**config.mk**
```make
export PLATFORM = sky130hd
export DESIGN_NAME = lcd_clock_supply_blink_ctrl
export DESIGN_NICKNAME = d
export VERILOG_FILES = /design/src/rtl/panel_pkg.sv /design/src/rtl/lcd_clock_supply_blink_ctrl.sv
export VERILOG_INCLUDE_DIRS = /design/src /design/src/rtl
export SDC_FILE = /design/constraint.sdc
export NUM_CORES = 1
export LEC_CHECK = 0
export ABC_AREA = 1
export BUFFER_PORTS_ARGS = -buffer_cell sky130_fd_sc_hd__buf_4
export CAP_MARGIN = 10
export CELL_PAD_IN_SITES_DETAIL_PLACEMENT = 0
export CELL_PAD_IN_SITES_GLOBAL_PLACEMENT = 1
export CORE_AREA = 2 2 208 210
export CTS_BUF_LIST = sky130_fd_sc_hd__clkbuf_8 sky130_fd_sc_hd__clkbuf_16
export CTS_CLUSTER_DIAMETER = 120
export DETAILED_ROUTE_END_ITERATION = 8
export DIE_AREA = 0 0 210 212
export MAX_ROUTING_LAYER = met4
export PLACE_DENSITY_LB_ADDON = 0.15
export RECOVER_POWER = 25
export SYNTH_ARGS = -nofsm -noshare
export SYNTH_HDL_FRONTEND = slang
export SYNTH_SLANG_ARGS = --single-unit
```
**constraint.sdc**
```tcl
create_clock -name clock -period 1.8 [get_ports clock]
set_input_delay 0.18 -clock clock [delete_from_list [all_inputs] [get_ports clock]]
set_output_delay 0.18 -clock clock [all_outputs]
set_load 0.01 [all_outputs]
```
**src/rtl/panel_regs.svh**
```systemverilog
// Purpose: Offsets, field positions, reset values and timing figures
// Assumes: Included by bare name
// Notes:   Definitions only
`ifndef PANEL_REGS_SVH
`define PANEL_REGS_SVH
// ====================================================
// Register offsets
`define OFF_CLOCK_SOURCE   2'h0
`define OFF_SUPPLY_CONTROL 2'h1
`define OFF_BLINK_CONTROL  2'h2
// ====================================================
// Field positions
`define CLK_SOURCE_BIT     7
`define CLK_PRESCALE_BIT   6
`define SUP_PUMP_EN_BIT    7
`define SUP_MULT_BIT       6
`define SUP_HDRV_BIT       3
`define SUP_BYPASS_BIT     2
`define BLK_COMMAND_BIT    7
`define BLK_SCOPE_BIT      3
// ====================================================
// Reset values and masks
`define RST_CLOCK_SOURCE   8'h00
`define RST_SUPPLY_CONTROL 8'h00
`define RST_BLINK_CONTROL  8'h00
`define BLK_WRITE_MASK     8'h8f
// ====================================================
// Timing figures and segment count
`define PRESCALE_LAST      4'hf
`define PUMP_BASE_X2       7'h0c
`define BLINK_EXP_BASE     5
`define SEG_COUNT          164
`endif

```
**src/rtl/panel_pkg.sv**
```systemverilog
// Purpose: Types shared by the panel clock, supply and blink block
// Assumes: Nothing imported; users write panel_pkg::name
// Notes:   Struct layouts match the register bit order
package panel_pkg;
  typedef struct packed {
    logic       source_select;
    logic       clock_prescaler_enable;
    logic [5:0] clock_divider_value;
  } clock_cfg_t;

  typedef struct packed {
    logic       charge_pump_enable;
    logic       pump_multiplier_select;
    logic [1:0] pump_clock_adjust;
    logic       high_drive_buffer_select;
    logic       amp_bypass_select;
    logic [1:0] supply_source_select;
  } supply_cfg_t;

  typedef struct packed {
    logic       blink_command;
    logic [2:0] unused;
    logic       blink_scope_select;
    logic [2:0] blink_rate_select;
  } blink_cfg_t;

  typedef struct packed {
    logic [1:0] addr;
    logic [7:0] wdata;
    logic       wr;
    logic       rd;
  } reg_req_t;
endpackage

```
**src/rtl/lcd_clock_supply_blink_ctrl.sv**
```systemverilog
// Purpose: Panel clock divider, pump clock, supply settings and blink control
// Assumes: Single 125 MHz clock; frame start comes from the waveform generator
// Notes:   Bus clock source gives one tick per clock cycle
//
// The register offsets and the strobed register port were chosen for this implementation.
`timescale 1ns/1ns
`include "panel_regs.svh"

// Function
// [RULE_01] Bit 7 picks reference or bus clock
// [RULE_02] Bit 6 adds divide-by-16 prescaler
// [RULE_03] Base clock is source over prescale times (n+1)
// [RULE_04] Software leaves clock fields alone while enabled
// [RULE_05] Pump enable forces internal third bias
// [RULE_06] Multiplier bit selects doubler or tripler
// [RULE_07] Pump clock is base over 6*2^(n+1)
// [RULE_08] Bit 3 selects high buffer drive
// [RULE_09] Bit 2 bypasses the op-amp buffer
// [RULE_10] Bits 1:0 choose supply source
// [RULE_11] Software matches supply field to hardware
// [RULE_12] Blink start/stop waits for next frame
// [RULE_13] Scope bit blinks all or enabled segments
// [RULE_14] Blink rate is base over 2^(5+n)
// [RULE_15] Software keeps rate and scope while blinking
// [RULE_16] Segment blinks when enable and on set
// [RULE_17] Blink bits 6:4 read zero; all registers RW
module lcd_clock_supply_blink_ctrl (
  input  wire logic                       clock,                   // 125 MHz
  input  wire logic                       rst_n,                   // Sync reset
  input  wire panel_pkg::reg_req_t        reg_req,                 // Register request
  output logic [7:0]                      reg_rdata,               // Read data, next cycle
  input  wire logic                       external_reference_clock,// Reference pin
  input  wire logic                       display_module_enable,   // Module running
  input  wire logic                       frame_start,             // Frame boundary pulse
  input  wire logic [`SEG_COUNT-1:0]      segment_on,              // On/off bank
  input  wire logic [`SEG_COUNT-1:0]      segment_blink_enable,    // Blink-enable bank
  output logic [`SEG_COUNT-1:0]           segment_drive,           // Segments shown now
  output logic                            panel_base_tick,         // One pulse per base period
  output logic                            pump_clock_tick,         // One pulse per pump period
  output logic                            charge_pump_enable,      // Pump running
  output logic                            internal_third_bias,     // Internal bias forced
  output logic                            pump_multiplier_select,  // 0 doubler, 1 tripler
  output logic                            high_drive_buffer_select,// Enhanced drive
  output logic                            amp_bypass_select,       // Op-amp bypassed
  output logic [1:0]                      supply_source_select,    // Supply source code
  output logic                            blink_active             // Blinking, frame-aligned
);

  // ====================================================
  // Decoding helpers
  function automatic logic [6:0] pump_last(input logic [1:0] adj);
    pump_last = 7'((`PUMP_BASE_X2 << adj) - 7'h01);
  endfunction

  function automatic logic blink_bit(input logic [11:0] cnt, input logic [2:0] rate);
    // Four-bit index: a three-bit sum would wrap for the slowest rates
    blink_bit = cnt[4'(`BLINK_EXP_BASE - 1) + 4'(rate)];
  endfunction

  // ====================================================
  // Register file
  panel_pkg::clock_cfg_t  clk_cfg;
  panel_pkg::clock_cfg_t  next_clk_cfg;
  panel_pkg::supply_cfg_t sup_cfg;
  panel_pkg::supply_cfg_t next_sup_cfg;
  panel_pkg::blink_cfg_t  blk_cfg;
  panel_pkg::blink_cfg_t  next_blk_cfg;
  logic [7:0]             next_rdata;

  always_comb begin
    next_clk_cfg = clk_cfg;
    next_sup_cfg = sup_cfg;
    next_blk_cfg = blk_cfg;
    next_rdata   = 8'h00;
    // Writes accepted at any time; no lock while enabled  (see [RULE_04]) (see [RULE_11])
    if (reg_req.wr) begin
      case (reg_req.addr)
        `OFF_CLOCK_SOURCE:   next_clk_cfg = reg_req.wdata;
        `OFF_SUPPLY_CONTROL: next_sup_cfg = reg_req.wdata;
        `OFF_BLINK_CONTROL:  next_blk_cfg = reg_req.wdata & `BLK_WRITE_MASK; // see [RULE_17]
        default: ;
      endcase
    end
    if (reg_req.rd) begin
      case (reg_req.addr)
        `OFF_CLOCK_SOURCE:   next_rdata = clk_cfg;
        `OFF_SUPPLY_CONTROL: next_rdata = sup_cfg;
        `OFF_BLINK_CONTROL:  next_rdata = blk_cfg; // see [RULE_17]
        default:             next_rdata = 8'h00;
      endcase
    end
  end

  always_ff @(posedge clock) begin
    if (!rst_n) begin
      clk_cfg   <= `RST_CLOCK_SOURCE;
      sup_cfg   <= `RST_SUPPLY_CONTROL;
      blk_cfg   <= `RST_BLINK_CONTROL;
      reg_rdata <= 8'h00;
    end else begin
      clk_cfg   <= next_clk_cfg;
      sup_cfg   <= next_sup_cfg;
      blk_cfg   <= next_blk_cfg;
      reg_rdata <= next_rdata;
    end
  end

  // Supply settings come straight from the register flops
  assign charge_pump_enable       = sup_cfg.charge_pump_enable;       // see [RULE_05]
  assign internal_third_bias      = sup_cfg.charge_pump_enable;       // see [RULE_05]
  assign pump_multiplier_select   = sup_cfg.pump_multiplier_select;   // see [RULE_06]
  assign high_drive_buffer_select = sup_cfg.high_drive_buffer_select; // see [RULE_08]
  assign amp_bypass_select        = sup_cfg.amp_bypass_select;        // see [RULE_09]
  assign supply_source_select     = sup_cfg.supply_source_select;     // see [RULE_10]

  // ====================================================
  // Reference clock sampling
  // Reference is far slower than the clock, so edge sampling is safe
  logic [2:0] ref_sync;
  logic       ref_level;
  logic       next_ref_level;
  logic       ref_rise;

  always_comb begin
    next_ref_level = ref_level;
    ref_rise       = 1'b0;
    if (ref_sync[1] == ref_sync[2] && ref_sync[2] != ref_level) begin
      next_ref_level = ref_sync[2];
      ref_rise       = ref_sync[2];
    end
  end

  always_ff @(posedge clock) begin
    if (!rst_n) begin
      ref_sync  <= 3'h0;
      ref_level <= 1'b0;
    end else begin
      ref_sync  <= {ref_sync[1:0], external_reference_clock};
      ref_level <= next_ref_level;
    end
  end

  // ====================================================
  // Clock chain: source, prescaler, divider, pump divider
  logic [3:0] presc_cnt;
  logic [3:0] next_presc_cnt;
  logic [5:0] div_cnt;
  logic [5:0] next_div_cnt;
  logic [6:0] pump_cnt;
  logic [6:0] next_pump_cnt;
  logic       next_base_tick;
  logic       next_pump_tick;
  logic       src_tick;
  logic       pre_tick;

  always_comb begin
    next_presc_cnt = 4'h0;
    next_div_cnt   = div_cnt;
    next_pump_cnt  = pump_cnt;
    next_base_tick = 1'b0;
    next_pump_tick = 1'b0;
    src_tick       = clk_cfg.source_select ? 1'b1 : ref_rise; // see [RULE_01]
    pre_tick       = src_tick;
    if (clk_cfg.clock_prescaler_enable) begin
      pre_tick       = src_tick && (presc_cnt == `PRESCALE_LAST); // see [RULE_02]
      next_presc_cnt = src_tick ? presc_cnt + 4'h1 : presc_cnt;
    end
    if (pre_tick) begin
      // Compare with >= so a shrinking divider value never strands the count
      if (div_cnt >= clk_cfg.clock_divider_value) begin // see [RULE_03]
        next_div_cnt   = 6'h00;
        next_base_tick = 1'b1;
      end else begin
        next_div_cnt = div_cnt + 6'h01;
      end
    end
    if (!sup_cfg.charge_pump_enable) begin
      next_pump_cnt = 7'h00;
    end else if (next_base_tick) begin
      if (pump_cnt >= pump_last(sup_cfg.pump_clock_adjust)) begin // see [RULE_07]
        next_pump_cnt  = 7'h00;
        next_pump_tick = 1'b1;
      end else begin
        next_pump_cnt = pump_cnt + 7'h01;
      end
    end
    if (!display_module_enable) begin
      next_presc_cnt = 4'h0;
      next_div_cnt   = 6'h00;
      next_pump_cnt  = 7'h00;
      next_base_tick = 1'b0;
      next_pump_tick = 1'b0;
    end
  end

  always_ff @(posedge clock) begin
    if (!rst_n) begin
      presc_cnt       <= 4'h0;
      div_cnt         <= 6'h00;
      pump_cnt        <= 7'h00;
      panel_base_tick <= 1'b0;
      pump_clock_tick <= 1'b0;
    end else begin
      presc_cnt       <= next_presc_cnt;
      div_cnt         <= next_div_cnt;
      pump_cnt        <= next_pump_cnt;
      panel_base_tick <= next_base_tick;
      pump_clock_tick <= next_pump_tick;
    end
  end

  // ====================================================
  // Blink control
  logic [11:0]           blink_cnt;
  logic [11:0]           next_blink_cnt;
  logic                  next_blink_active;
  logic                  blank_phase;
  logic [`SEG_COUNT-1:0] next_segment_drive;

  always_comb begin
    next_blink_active = blink_active;
    next_blink_cnt    = blink_cnt;
    if (frame_start) begin
      next_blink_active = blk_cfg.blink_command; // see [RULE_12]
    end
    if (!blink_active) begin
      next_blink_cnt = 12'h000;
    end else if (panel_base_tick) begin
      next_blink_cnt = blink_cnt + 12'h001;
    end
    // Second half of each blink period blanks
    blank_phase = blink_active && blink_bit(blink_cnt, blk_cfg.blink_rate_select); // see [RULE_14]
  end

  for (genvar i = 0; i < `SEG_COUNT; i++) begin : g_seg
    always_comb begin
      // Scope 1 blanks all; scope 0 only where both bank bits set
      next_segment_drive[i] = segment_on[i] &&
        !(blank_phase && (blk_cfg.blink_scope_select || segment_blink_enable[i])); // see [RULE_13] (see [RULE_16])
    end
  end

  always_ff @(posedge clock) begin
    if (!rst_n) begin
      blink_active  <= 1'b0;
      blink_cnt     <= 12'h000;
      segment_drive <= '0;
    end else begin
      blink_active  <= next_blink_active;
      blink_cnt     <= next_blink_cnt;
      segment_drive <= next_segment_drive;
    end
  end

endmodule // lcd_clock_supply_blink_ctrl

```
==> results_dict.tcl <==
set metrics [dict create \
    yosys-top-cells-area "dfxtp_1 (49%), nor2_1 (21%), nand2_1 (11%), a21oi_1 (2.6%), inv_1 (2.2%)" \
    postSynthAreaPerCell_um2 7.10 \
    chipHeight_um 212 \
    cp_max_fo 3 \
    dieWidth_um 210 \
    reg2reg_depth 10 \
    synthTopCellsByCount "nor2_1 (531), nand2_1 (280), dfxtp_1 (229), inv_1 (55), a21oi_1 (48)" \
    finalNetCount 2545 \
    die-area_mm2 0.0445 \
    grt_pass1_wl_mm 63.7 \
    crit_path_end_kind "register" \
    setup_violations 0 \
    ant_nets 0 \
    place.gp.congestion 0.795 \
    ys_types 34 \
    drv_cap 0 \
    synth-main-ff-cell "dfxtp_1" \
    rsz0062_at_grt "no" \
    cts.sinks 229 \
    drt_iter0_markers 423 \
    finalMaxSlewViolations 0 \
    grt_overflow 0 \
    dp_hpwl_mm 30.6 \
    synth_fp_nets 1670 \
    fin_crit_sh_pct 88.3 \
    cellPowerDensity_mw_per_mm2 753 \
    critPathKind "register to register" \
    vias 11300 \
    cts_buffers 30 \
    area_delta_synth_final_pct 92.8 \
    dp_cells 2349 \
    ios 527 \
    synthCells 1310 \
    clkTransAtPathRegs_ps 50 \
    grt_usage_pct 18.7 \
    min_period_ps 1590 \
    clock_path_buffers 3 \
    hold_violations 0 \
    slew_headroom_pct 48.8 \
    start_kind "register" \
    tightestPinTransition_ps 769 \
    reg2reg_to "div_cnt[4]" \
    port_buffers 526 \
    worst_ep_arrival_time_ps 2080 \
    fin_setup_tns_ps 0 \
    async_flop_share_pct 0 \
    root_buffer "clkbuf_16" \
    start_util_pct 21.9 \
    synth_most_common_cell "nor2_1" \
    grt_max_degree 89 \
    cts-htree-levels 1 \
    synth_warnings 0 \
    synth-seq-cells 229 \
    stdcell_count 2753 \
    final_core_util_pct 42.2 \
    dr.pass1.iters 7 \
    cts_tree "yes" \
    irDropWorstVdd_mv 0.660 \
    routed_wl_mm 42.5 \
    skew_ps 16.9 \
    r2r_slack_ps 210 \
    wl_per_cell_um 15.4 \
    std_cell_rows 76 \
    leakagePower_nw 8.50 \
    drcViolationCount 0 \
    antenna_found_initial 1 \
    hold_class "primary input to register" \
    syn_area_mm2 0.00930 \
    yosysSeqAreaShare_pct 49.3 \
    synth.top_cell.area_share_pct 49.3 \
    yosysTopAreaCell "dfxtp_1" \
    status "finished, final reports clean" \
    via_per_inst 4.10 \
    core_mm2 0.0425 \
    crit_start "clk_cfg[5]" \
    grt_pass1_vias 11700 \
    max_freq_ghz 0.629 \
    critPathRequiredTime_ps 2290 \
    insertion_delay_ps 570 \
    synth_edf_count 0 \
    drive_gt1_share_pct 23.6 \
    r2r_start "clk_cfg[5]" \
    postCtsSetupBuffers 0 \
    crit_path_end "div_cnt[4]" \
]
## how the worst min path moves through the flow
| stage | start | cells past startpoint | endpoint |
|---|---|---|---|
| CTS | display_module_enable | 3 | div_cnt[1] |
| finish | display_module_enable | 3 | div_cnt[4] |
| global route | display_module_enable | 3 | div_cnt[1] |
| global placement | frame_start | 2 | blink_active |
| floorplan | frame_start | 1 | blink_active |
| detailed placement | frame_start | 2 | blink_active |
## state kept, by name, summed over array words and instances (netlist names)
| signal | flops |
|---|---|
| segment_drive | 164 |
| blink_cnt | 12 |
| clk_cfg | 8 |
| reg_rdata | 8 |
| pump_cnt | 7 |
| div_cnt | 6 |
| blk_cfg | 5 |
| presc_cnt | 4 |
| ref_sync | 3 |
| sup_cfg | 2 |
| supply_source_select | 2 |
| amp_bypass_select | 1 |
| blink_active | 1 |
| charge_pump_enable | 1 |
| high_drive_buffer_select | 1 |
| panel_base_tick | 1 |
| pump_clock_tick | 1 |
| pump_multiplier_select | 1 |
| ref_level | 1 |
## metrics by stage
stage	setup WS [ps]	hold slack (ps)	total power, mW	instance area [um^2]
2_1_floorplan	257	274	6.12	9300
3_3_place_gp	195	372	7.26	13800
3_5_place_dp	165	378	7.27	13800
4_1_cts	149	72.6	13.8	18300
5_1_grt	30.4	117	14.1	17900
6_report	211	114	13.5	17900
## cell usage in the layout (no fill, tap or decap), drive strengths merged, types with 4 or more instances in the layout
| cell type | count |
|---|---|
| nor3 | 6 |
| ha | 15 |
| clkinv | 5 |
| o211ai | 4 |
| nand3 | 29 |
| inv | 66 |
| nor2 | 531 |
| dfxtp | 229 |
| nand4 | 4 |
| dlygate4sd3 | 350 |
| buf | 465 |
| clkbuf | 129 |
| o21ai | 28 |
| nand2 | 282 |
| a21oi | 49 |
| xor2 | 4 |
## routing by layer
metal  GRT usage (%)  routed length (um)
met4            7.19                1640
met5               -                   0
met1            21.4               17800
met2            31.7               20300
met3            4.28                2780
## worst max-delay path, stage by stage (launching register included)
cell	delay, ps
dfxtp_1	320
inv_1	60
ha_1	300
nand2_1	90
inv_1	50
a21oi_2	170
nand2_2	100
buf_4	140
inv_1	90
nand3_1	80
a21oi_1	120
## report_power, final
group	total (mW)	internal [mW]	switching, mW	leakage (nW)
Combinational	2.34	1.37	0.971	6.10
Clock	5.76	3.46	2.31	0.510
Sequential	5.39	5.31	0.0826	1.89
## what timing repair did
action	CTS	global route
hold buffers	350	0
hold endpoints to repair	190	0
endpoints found under the setup margin	0	10
gates resized for setup	0	5
## cell type report
class                   count  area (um^2)
repair buffers            907         7470
diodes                      1         2.50
clock inverters            16         93.8
fillers                  4388        24600
well taps                 546          683
multi-input cells         960         4000
inverters                  57          219
clock buffers              37          858
flip-flops and latches    229         4590
## cell families after synthesis
group	after synthesis	synth area share [%]
fa+ha+maj	15	2.02
compound gates	85	4.97
xor+xnor	5	0.471
simple gates	855	35.3
flops	229	49.3
buf+inv	121	7.87
(Power assumes the default switching activity.)
